File: src/common/ctap_pkg.sv
// Constants, state and instruction types for the configuration test port.
// Assumes a single system clock that samples the slow test clock pins.
// Behaviour
// Sample inputs rising edge, drive output falling
// Sixteen-state controller stepped by sampled mode
// Five mode-high edges always reach reset
// Controller starts in reset without edges
// Six states hold under steady mode
// Reset exits to idle; idle does nothing
// Capture-DR loads selected data register
// Capture-IR loads identification-read code
// Capture to shift or exit1, then update/pause
// Pause holds path; exit2 resumes or updates
// Program, erase, verify start entering idle
// Other instructions act at instruction update; calibrate here starts entering idle instead
// Instruction register is five bits
// Bypass is one single-bit stage
// Boundary-scan instructions select bypass instead
// Bypass all ones, external test zeros
// Bypass passes data, device undisturbed
// Master selects, shifts, then programs
// Verify loads configuration for shift-out
// Identification register 32 bits, ready at reset
// Configuration shift register is 96 bits
// Identification-read code 01101 selects identification
// Configuration-select code 00001 selects config path
// Output driven only in shift states
// Reset state loads identification-read instruction
package ctap_pkg;
  // ===========================================================
  // Widths
  localparam int IR_W = 5;
  localparam int ID_W = 32;
  localparam int CFG_W = 96;
  // ===========================================================
  // Instruction codes
  localparam logic [4:0] INS_EXTEST = 5'h00;
  localparam logic [4:0] INS_SEL_CFG = 5'h01;
  localparam logic [4:0] INS_ERASE_A = 5'h02;
  localparam logic [4:0] INS_ERASE_B = 5'h03;
  localparam logic [4:0] INS_VERIFY_A = 5'h04;
  localparam logic [4:0] INS_VERIFY_B = 5'h05;
  localparam logic [4:0] INS_PROGRAM_A = 5'h06;
  localparam logic [4:0] INS_PROGRAM_B = 5'h07;
  localparam logic [4:0] INS_CALIB = 5'h0C;
  localparam logic [4:0] INS_IDREAD = 5'h0D;
  localparam logic [4:0] INS_SAMPLE = 5'h1E;
  localparam logic [4:0] INS_BYPASS = 5'h1F;
  // Identification word, value arbitrary
  localparam logic [31:0] ID_DEFAULT = 32'h1234_5671;
  // ===========================================================
  // Controller states
  typedef enum logic [3:0] {
    ST_RESET, ST_IDLE, ST_SEL_DR, ST_CAP_DR, ST_SH_DR, ST_EX1_DR, ST_PA_DR,
    ST_EX2_DR, ST_UPD_DR, ST_SEL_IR, ST_CAP_IR, ST_SH_IR, ST_EX1_IR, ST_PA_IR,
    ST_EX2_IR, ST_UPD_IR
  } ctap_state_t;
  // Operation request towards the non-volatile store
  typedef struct packed {
    logic program_a;
    logic program_b;
    logic erase_a;
    logic erase_b;
    logic verify_a;
    logic verify_b;
    logic calib;
  } ctap_op_t;
  // Pin group from the master
  typedef struct packed {
    logic tck;
    logic tms;
    logic tdi;
  } ctap_pins_t;
endpackage

File: src/logic/ctap_top.sv
// Configuration test port: instruction, bypass, identification and
// configuration registers behind a four-pin serial port.
// Assumes pins are asynchronous to clock and far slower than it.
module ctap_top #(
  parameter logic [31:0] ID_VALUE = ctap_pkg::ID_DEFAULT
) (
  input wire logic clock,
  input wire logic rst,
  input ctap_pkg::ctap_pins_t pins,
  output logic tdo_q,
  output logic tdo_oe_q,
  input wire logic [95:0] cfg_current,
  output logic [95:0] cfg_shift_q,
  output ctap_pkg::ctap_op_t op_start_q,
  output logic [4:0] instr_q
);
  // ===========================================================
  // Two-stage synchronisers for pins
  logic [2:0] sync1_q;
  logic [2:0] sync2_q;
  logic tck_prev_q;
  always_ff @(posedge clock or posedge rst) begin
    if (rst) begin
      sync1_q <= 3'h0;
      sync2_q <= 3'h0;
      tck_prev_q <= 1'b0;
    end else begin
      sync1_q <= pins;
      sync2_q <= sync1_q;
      tck_prev_q <= sync2_q[2];
    end
  end
  logic tck_s, tms_s, tdi_s, rise, fall;
  assign tck_s = sync2_q[2];
  assign tms_s = sync2_q[1];
  assign tdi_s = sync2_q[0];
  assign rise = tck_s && !tck_prev_q;
  assign fall = !tck_s && tck_prev_q;
  // ===========================================================
  // Controller
  ctap_pkg::ctap_state_t st;
  ctap_fsm u_fsm (
    .clock(clock),
    .rst(rst),
    .step(rise),
    .tms(tms_s),
    .state_q(st)
  );
  // ===========================================================
  // Path selection from current instruction
  function automatic logic [1:0] sel_path(input logic [4:0] ins);
    case (ins)
      ctap_pkg::INS_IDREAD: sel_path = 2'h1;
      ctap_pkg::INS_SEL_CFG, ctap_pkg::INS_VERIFY_A, ctap_pkg::INS_VERIFY_B,
      ctap_pkg::INS_PROGRAM_A, ctap_pkg::INS_PROGRAM_B: sel_path = 2'h2;
      default: sel_path = 2'h0;
    endcase
  endfunction
  logic [1:0] path;
  assign path = sel_path(instr_q);
  // ===========================================================
  // Instruction shift stage and latched instruction
  logic [4:0] ir_sh_q;
  always_ff @(posedge clock or posedge rst) begin
    if (rst) begin
      ir_sh_q <= ctap_pkg::INS_IDREAD;
      instr_q <= ctap_pkg::INS_IDREAD;
    end else if (rise) begin
      case (st)
        ctap_pkg::ST_RESET: instr_q <= ctap_pkg::INS_IDREAD;
        // Entering reset from select-IR loads the identification code at once
        ctap_pkg::ST_SEL_IR: begin
          if (tms_s) begin
            instr_q <= ctap_pkg::INS_IDREAD;
          end
        end
        ctap_pkg::ST_CAP_IR: ir_sh_q <= ctap_pkg::INS_IDREAD;
        ctap_pkg::ST_SH_IR: ir_sh_q <= {tdi_s, ir_sh_q[4:1]};
        default: ir_sh_q <= ir_sh_q;
      endcase
    end else if (fall && st == ctap_pkg::ST_UPD_IR) begin
      // New instruction takes effect while in update, not on leaving it
      instr_q <= ir_sh_q;
    end
  end
  // ===========================================================
  // Bypass, identification and configuration shift stages
  logic byp_q;
  logic [31:0] id_q;
  always_ff @(posedge clock or posedge rst) begin
    if (rst) begin
      byp_q <= 1'b0;
      id_q <= 32'h0000_0000;
    end else if (rise) begin
      if (st == ctap_pkg::ST_CAP_DR) begin
        byp_q <= 1'b0;
        id_q <= ID_VALUE;
      end else if (st == ctap_pkg::ST_SH_DR) begin
        byp_q <= tdi_s;
        id_q <= {tdi_s, id_q[31:1]};
      end
    end
  end
  // Configuration register shifts only when selected; verify loads store
  logic verify_pend_q;
  always_ff @(posedge clock or posedge rst) begin
    if (rst) begin
      cfg_shift_q <= 96'h0;
    end else if (verify_pend_q && rise && st == ctap_pkg::ST_IDLE) begin
      cfg_shift_q <= cfg_current;
    end else if (rise && st == ctap_pkg::ST_SH_DR && path == 2'h2) begin
      cfg_shift_q <= {tdi_s, cfg_shift_q[95:1]};
    end
  end
  // ===========================================================
  // Deferred operations: armed at instruction update, fired entering idle
  logic idle_entry;
  assign idle_entry = rise && (st == ctap_pkg::ST_UPD_IR || st == ctap_pkg::ST_UPD_DR)
    && !tms_s;
  logic armed_q;
  always_ff @(posedge clock or posedge rst) begin
    if (rst) begin
      armed_q <= 1'b0;
      verify_pend_q <= 1'b0;
      op_start_q <= '0;
    end else begin
      op_start_q <= '0;
      // Verify request waits for the first rise spent in idle
      if (rise && st == ctap_pkg::ST_IDLE) begin
        verify_pend_q <= 1'b0;
      end
      // Any instruction update arms, even when a data scan follows
      if (rise && st == ctap_pkg::ST_UPD_IR) begin
        armed_q <= 1'b1;
      end else if (rise && st == ctap_pkg::ST_RESET) begin
        armed_q <= 1'b0;
      end
      if (idle_entry && (armed_q || st == ctap_pkg::ST_UPD_IR)) begin
        armed_q <= 1'b0;
        op_start_q.program_a <= ir_sh_q == ctap_pkg::INS_PROGRAM_A;
        op_start_q.program_b <= ir_sh_q == ctap_pkg::INS_PROGRAM_B;
        op_start_q.erase_a <= ir_sh_q == ctap_pkg::INS_ERASE_A;
        op_start_q.erase_b <= ir_sh_q == ctap_pkg::INS_ERASE_B;
        op_start_q.verify_a <= ir_sh_q == ctap_pkg::INS_VERIFY_A;
        op_start_q.verify_b <= ir_sh_q == ctap_pkg::INS_VERIFY_B;
        op_start_q.calib <= ir_sh_q == ctap_pkg::INS_CALIB;
        verify_pend_q <= ir_sh_q == ctap_pkg::INS_VERIFY_A ||
          ir_sh_q == ctap_pkg::INS_VERIFY_B;
      end
    end
  end
  // ===========================================================
  // Serial output, changed on falling edge, driven only while shifting
  logic tdo_d;
  always_comb begin
    tdo_d = byp_q;
    if (st == ctap_pkg::ST_SH_IR) begin
      tdo_d = ir_sh_q[0];
    end else if (path == 2'h1) begin
      tdo_d = id_q[0];
    end else if (path == 2'h2) begin
      tdo_d = cfg_shift_q[0];
    end
  end
  always_ff @(posedge clock or posedge rst) begin
    if (rst) begin
      tdo_q <= 1'b0;
      tdo_oe_q <= 1'b0;
    end else if (fall) begin
      tdo_q <= tdo_d;
      tdo_oe_q <= st == ctap_pkg::ST_SH_DR || st == ctap_pkg::ST_SH_IR;
    end
  end
  // ===========================================================
  // Checks
  a_reset_idcode: assert property (@(posedge clock) disable iff (rst)
    rise && st == ctap_pkg::ST_RESET |=> instr_q == ctap_pkg::INS_IDREAD)
    else $error("reset did not select identification");
  a_capture_ir: assert property (@(posedge clock) disable iff (rst)
    rise && st == ctap_pkg::ST_CAP_IR |=> ir_sh_q == ctap_pkg::INS_IDREAD)
    else $error("capture-ir code wrong");
  a_oe_shift: assert property (@(posedge clock) disable iff (rst)
    fall && !(st inside {ctap_pkg::ST_SH_DR, ctap_pkg::ST_SH_IR}) |=> !tdo_oe_q)
    else $error("output enabled outside shift");
  a_op_at_idle: assert property (@(posedge clock) disable iff (rst)
    op_start_q != '0 |-> $past(idle_entry)) else $error("op started off idle entry");
  a_bypass_pass: assert property (@(posedge clock) disable iff (rst)
    rise && st == ctap_pkg::ST_SH_DR |=> byp_q == $past(tdi_s))
    else $error("bypass stage did not capture");
  a_id_capture: assert property (@(posedge clock) disable iff (rst)
    rise && st == ctap_pkg::ST_CAP_DR |=> id_q == ID_VALUE)
    else $error("identification not captured");
  a_instr_update: assert property (@(posedge clock) disable iff (rst)
    fall && st == ctap_pkg::ST_UPD_IR |=> instr_q == $past(ir_sh_q))
    else $error("instruction not taken at update");
  c_program: cover property (@(posedge clock) disable iff (rst) op_start_q.program_a);
  c_verify: cover property (@(posedge clock) disable iff (rst) op_start_q.verify_b);
  c_cfg_shift: cover property (@(posedge clock) disable iff (rst)
    rise && st == ctap_pkg::ST_SH_DR && path == 2'h2);
endmodule

File: src/logic/ctap_fsm.sv
// Sixteen-state test port controller stepped by a rising-edge strobe.
// Assumes tms is already synchronised to clock.
module ctap_fsm (
  input wire logic clock,
  input wire logic rst,
  input wire logic step,
  input wire logic tms,
  output ctap_pkg::ctap_state_t state_q
);
  // ===========================================================
  // Next state from mode level
  ctap_pkg::ctap_state_t state_d;
  always_comb begin
    state_d = state_q;
    case (state_q)
      ctap_pkg::ST_RESET: state_d = tms ? ctap_pkg::ST_RESET : ctap_pkg::ST_IDLE;
      ctap_pkg::ST_IDLE: state_d = tms ? ctap_pkg::ST_SEL_DR : ctap_pkg::ST_IDLE;
      ctap_pkg::ST_SEL_DR: state_d = tms ? ctap_pkg::ST_SEL_IR : ctap_pkg::ST_CAP_DR;
      ctap_pkg::ST_CAP_DR: state_d = tms ? ctap_pkg::ST_EX1_DR : ctap_pkg::ST_SH_DR;
      ctap_pkg::ST_SH_DR: state_d = tms ? ctap_pkg::ST_EX1_DR : ctap_pkg::ST_SH_DR;
      ctap_pkg::ST_EX1_DR: state_d = tms ? ctap_pkg::ST_UPD_DR : ctap_pkg::ST_PA_DR;
      ctap_pkg::ST_PA_DR: state_d = tms ? ctap_pkg::ST_EX2_DR : ctap_pkg::ST_PA_DR;
      ctap_pkg::ST_EX2_DR: state_d = tms ? ctap_pkg::ST_UPD_DR : ctap_pkg::ST_SH_DR;
      ctap_pkg::ST_UPD_DR: state_d = tms ? ctap_pkg::ST_SEL_DR : ctap_pkg::ST_IDLE;
      ctap_pkg::ST_SEL_IR: state_d = tms ? ctap_pkg::ST_RESET : ctap_pkg::ST_CAP_IR;
      ctap_pkg::ST_CAP_IR: state_d = tms ? ctap_pkg::ST_EX1_IR : ctap_pkg::ST_SH_IR;
      ctap_pkg::ST_SH_IR: state_d = tms ? ctap_pkg::ST_EX1_IR : ctap_pkg::ST_SH_IR;
      ctap_pkg::ST_EX1_IR: state_d = tms ? ctap_pkg::ST_UPD_IR : ctap_pkg::ST_PA_IR;
      ctap_pkg::ST_PA_IR: state_d = tms ? ctap_pkg::ST_EX2_IR : ctap_pkg::ST_PA_IR;
      ctap_pkg::ST_EX2_IR: state_d = tms ? ctap_pkg::ST_UPD_IR : ctap_pkg::ST_SH_IR;
      ctap_pkg::ST_UPD_IR: state_d = tms ? ctap_pkg::ST_SEL_DR : ctap_pkg::ST_IDLE;
      default: state_d = ctap_pkg::ST_RESET;
    endcase
  end
  // ===========================================================
  // State register, advanced only on test clock rising edges
  always_ff @(posedge clock or posedge rst) begin
    if (rst) begin
      state_q <= ctap_pkg::ST_RESET;
    end else if (step) begin
      state_q <= state_d;
    end
  end
  // Five steps with mode high must reach reset
  logic [2:0] hi_cnt_q;
  always_ff @(posedge clock or posedge rst) begin
    if (rst) begin
      hi_cnt_q <= 3'h0;
    end else if (step) begin
      hi_cnt_q <= !tms ? 3'h0 : (hi_cnt_q == 3'h5 ? 3'h5 : hi_cnt_q + 3'h1);
    end
  end
  a_five_high_reset: assert property (@(posedge clock) disable iff (rst)
    hi_cnt_q == 3'h5 |-> state_q == ctap_pkg::ST_RESET) else $error("no reset after five");
  a_reset_holds: assert property (@(posedge clock) disable iff (rst)
    step && tms && state_q == ctap_pkg::ST_RESET |=> state_q == ctap_pkg::ST_RESET)
    else $error("reset state left with mode high");
  a_capture_next: assert property (@(posedge clock) disable iff (rst)
    step && state_q == ctap_pkg::ST_CAP_DR |=>
    state_q inside {ctap_pkg::ST_SH_DR, ctap_pkg::ST_EX1_DR})
    else $error("bad capture exit");
  a_pause_exit: assert property (@(posedge clock) disable iff (rst)
    step && state_q == ctap_pkg::ST_EX2_IR && !tms |=> state_q == ctap_pkg::ST_SH_IR)
    else $error("exit2 did not resume shift");
  c_pause_dr: cover property (@(posedge clock) disable iff (rst)
    state_q == ctap_pkg::ST_PA_DR);
endmodule

File: config.mk
export PLATFORM = sky130hd
export DESIGN_NAME = ctap_top
export DESIGN_NICKNAME = d
export VERILOG_FILES = /design/src/common/ctap_pkg.sv /design/src/logic/ctap_top.sv /design/src/logic/ctap_fsm.sv
export SDC_FILE = /design/constraint.sdc
export NUM_CORES = 1
export LEC_CHECK = 0
export ABC_AREA = 1
export BUFFER_PORTS_ARGS = -buffer_cell sky130_fd_sc_hd__buf_2
export CAP_MARGIN = 20
export CORE_MARGIN = 2
export CORE_UTILIZATION = 45
export DETAILED_ROUTE_END_ITERATION = 7
export HOLD_SLACK_MARGIN = 0.02
export PLACE_DENSITY = 0.73
export SYNTH_ARGS = -nofsm -noshare
export SYNTH_HDL_FRONTEND = slang
export SYNTH_SLANG_ARGS = --single-unit
File: constraint.sdc
create_clock -name clock -period 4.65 [get_ports clock]
set_input_delay 0.465 -clock clock [delete_from_list [all_inputs] [get_ports clock]]
set_output_delay 0.465 -clock clock [all_outputs]
set_load 0.1 [all_outputs]
==> reports/results.txt <==
Syn_area_per_cell: 7.688 µm²
Top_reg_cell synth: dfrtp_1
Critical Setup Path Class: reg -> reg
Fraction of layout cells with a size suffix above 1: 22.64%
Drt drc: 0
TritonCTS clock tree: done
Worst path required time: 4.96 ns
Commonest non-fill, non-tap cell in the layout: nand2_1
Wirelength, routed: 20780 µm
Crit-path max cell delay: 0.63 ns
Simple logic cell fraction of the synthesized area: 27.83%
Asr flop ratio synth: 100.0%
Unrepaired setup endpoints after global routing: false
Filler cells: 1571
Post-Syn Instances: 992
Clock Skew: 0.008432 ns
Cts bufs inserted: 17
Yosys reg bits: 160
Hold Fails Final Rpt: 0
First-pass DRT Iterations: 5
Least-Margin Pin Slew: 1.073 ns
Syn Nets: 1093
Worst min path class: in -> async
Inserted Diodes: 0
Fmax: 308.6 MHz
Core area: 16580 µm²
Mapped cell area: 7626 µm²
CTS max path bufs: 2
Hold slack: 0.1500 ns
Largest net degree at the start of global routing: 131
Commonest non-fill, non-tap cells in the layout: nand2_1, buf_2, dfrtp_1
H-tree depth: 4
Wirelength per Cell: 14.76 µm
Outcome: finished clean
Area share of fa/ha/maj cells after synthesis: 0%
Final Setup Violations: 0
# IOs: 211
Seq/Total Area, Yosys: 52.60%
Die ar.: 18000 µm²
Worst R2R Path Depth: 9
Total GRT Usage: 23.49%
Final Cycle Share: 69.70%
Rel. slew slack: 28.46%
CP delay by family, top: simple AND/OR/NAND/NOR gates
Congestion Overflow GR: 0
Port buffer count: 210
Initial drt markers: 392
Finished Core Util: 56.21%
CP startpoint kind: flip-flop
Post-synthesis xor/xnor area fraction: 0%
Synth warnings: 0
Post-cts sizing count: 0
CP max FO: 70
Crit. End Element: flip-flop
First-pass GRT wire length: 33160 µm
Crit path buffers/inverters: 3
Initial Util: 45.99%
Clk pin slew, worst setup/hold paths: 0.06 ns
Die H: 134.2 µm
CTS Hold Bufs: 0
Largest family of logic cells by synthesized area: simple AND/OR/NAND/NOR gates
Max-cap viol count: 0
Fraction of the mapped netlist area in compound gates: 10.29%
EDFF count, synth: 0
Total negative slack: 0 ns
Area grow syn2layout: 22.23%
Antenna-violating nets left: 0
Post-DP HPWL: 14150 µm
Post-synthesis mux area share: 0%
Crit path time final: 3.241 ns
CTS sink count: 160
Placement Rows: 47
Final Max Tran Viols: 0
Vias in the first global route: 6552
Die W: 134.2 µm
Levels on crit path: 9
Critical path arrival: 3.55 ns
Synth cell types: 27
GP Congestion: 0.8862
Routed vias: 7024
Layout net count: 1276
Clock Latency Late Sink: 0.42 ns
Postcts setup bufs: 0
Worst-path cell chain: inv_2, nand2_1, nor2_2, nand2_2, nand2_4, inv_2, buf_4, nand2_1, o21ai_1
Root Driver: clkbuf_16
Slowest stage cell, crit path: nor2_2
Vias per inst: 4.989
Initial antenna violation count: 0
## routing by layer
| metal | global-route usage, % | wire, µm |
|---|---|---|
| met1 | 31.28 | 8920 |
| met3 | 5.933 | 1614 |
| met2 | 37.22 | 9721 |
| met5 | 0 | 0 |
| met4 | 8.889 | 526 |
## state kept, by name (all words and copies together) (netlist names)
name / count
armed_q: 1
byp_q: 1
cfg_shift_q: 96
id_q: 31
instr_q: 5
ir_sh_q: 5
op_start_q: 7
sync1_q: 3
sync2_q: 3
tck_prev_q: 1
tdo_oe_q: 1
tdo_q: 1
u_fsm.state_q: 4
verify_pend_q: 1
## through the flow
stage | setup WS [ns] | area, µm² | std cells
after floorplan | 2.161 | 7630 | 992
after global placement | 1.526 | 8735 | 1376
after detailed placement | 1.426 | 8735 | 1376
after CTS | 1.402 | 9321 | 1408
after global routing | 1.052 | 9321 | 1408
final | 1.409 | 9321 | 1408
## worst paths after layout
check,from,endpoint,slack (ns)
setup / recovery,tck_prev_q,cfg_shift_q[85],1.41
hold / removal,rst,cfg_shift_q[69],0.15
setup reg to reg,tck_prev_q,cfg_shift_q[85],1.41
hold reg to reg,sync1_q[0],sync2_q[0],0.35
max in group asynchronous,rst,cfg_shift_q[17],3.41
min in group clock,pins[1],sync1_q[1],0.15
## cells in the mapped netlist (2+ instances only)
cell / number / area (µm²)
o211ai_1: 20 / 150.1
nand3_1: 52 / 260.3
nand2_4: 2 / 22.52
o22ai_1: 18 / 112.6
nand4_1: 2 / 12.51
nor2_4: 2 / 22.52
buf_2: 17 / 85.08
dfstp_2: 6 / 157.7
nand2_2: 3 / 18.77
nor3_1: 2 / 10.01
inv_2: 4 / 15.01
buf_4: 4 / 30.03
o21ai_0: 38 / 190.2
nand2_1: 397 / 1490
dfrtp_1: 154 / 3854
a21oi_1: 6 / 30.03
o21ai_1: 35 / 175.2
inv_1: 109 / 409.1
a22oi_1: 15 / 112.6
nor2_2: 3 / 18.77
buf_6: 7 / 78.83
clkbuf_1: 23 / 86.33
nor2_1: 69 / 259.0
## cells by family (layout without fill, tap and decap cells)
group / Yosys count / in the layout
AND/OR/NAND/NOR: 533 / 533
buffers and inverters: 165 / 361
flip-flops: 160 / 160
AO/OA/AOI/OAI: 134 / 134
## layout make-up
class / instances / area, µm² / share of cell area (%)
Sequential cell: 160 / 4011 / 43.03
Clock buffer: 17 / 425.4 / 4.564
Multi-Input combinational cell: 667 / 2912 / 31.23
Inverter: 113 / 427.9 / 4.591
Clock inverter: 15 / 161.4 / 1.732
Timing Repair Buffer: 216 / 1109 / 11.89
Tap cell: 220 / 275.3 / 2.953
Power is not shown: default switching activity piles up to over one toggle a cycle in this logic, so the estimate is an artifact.
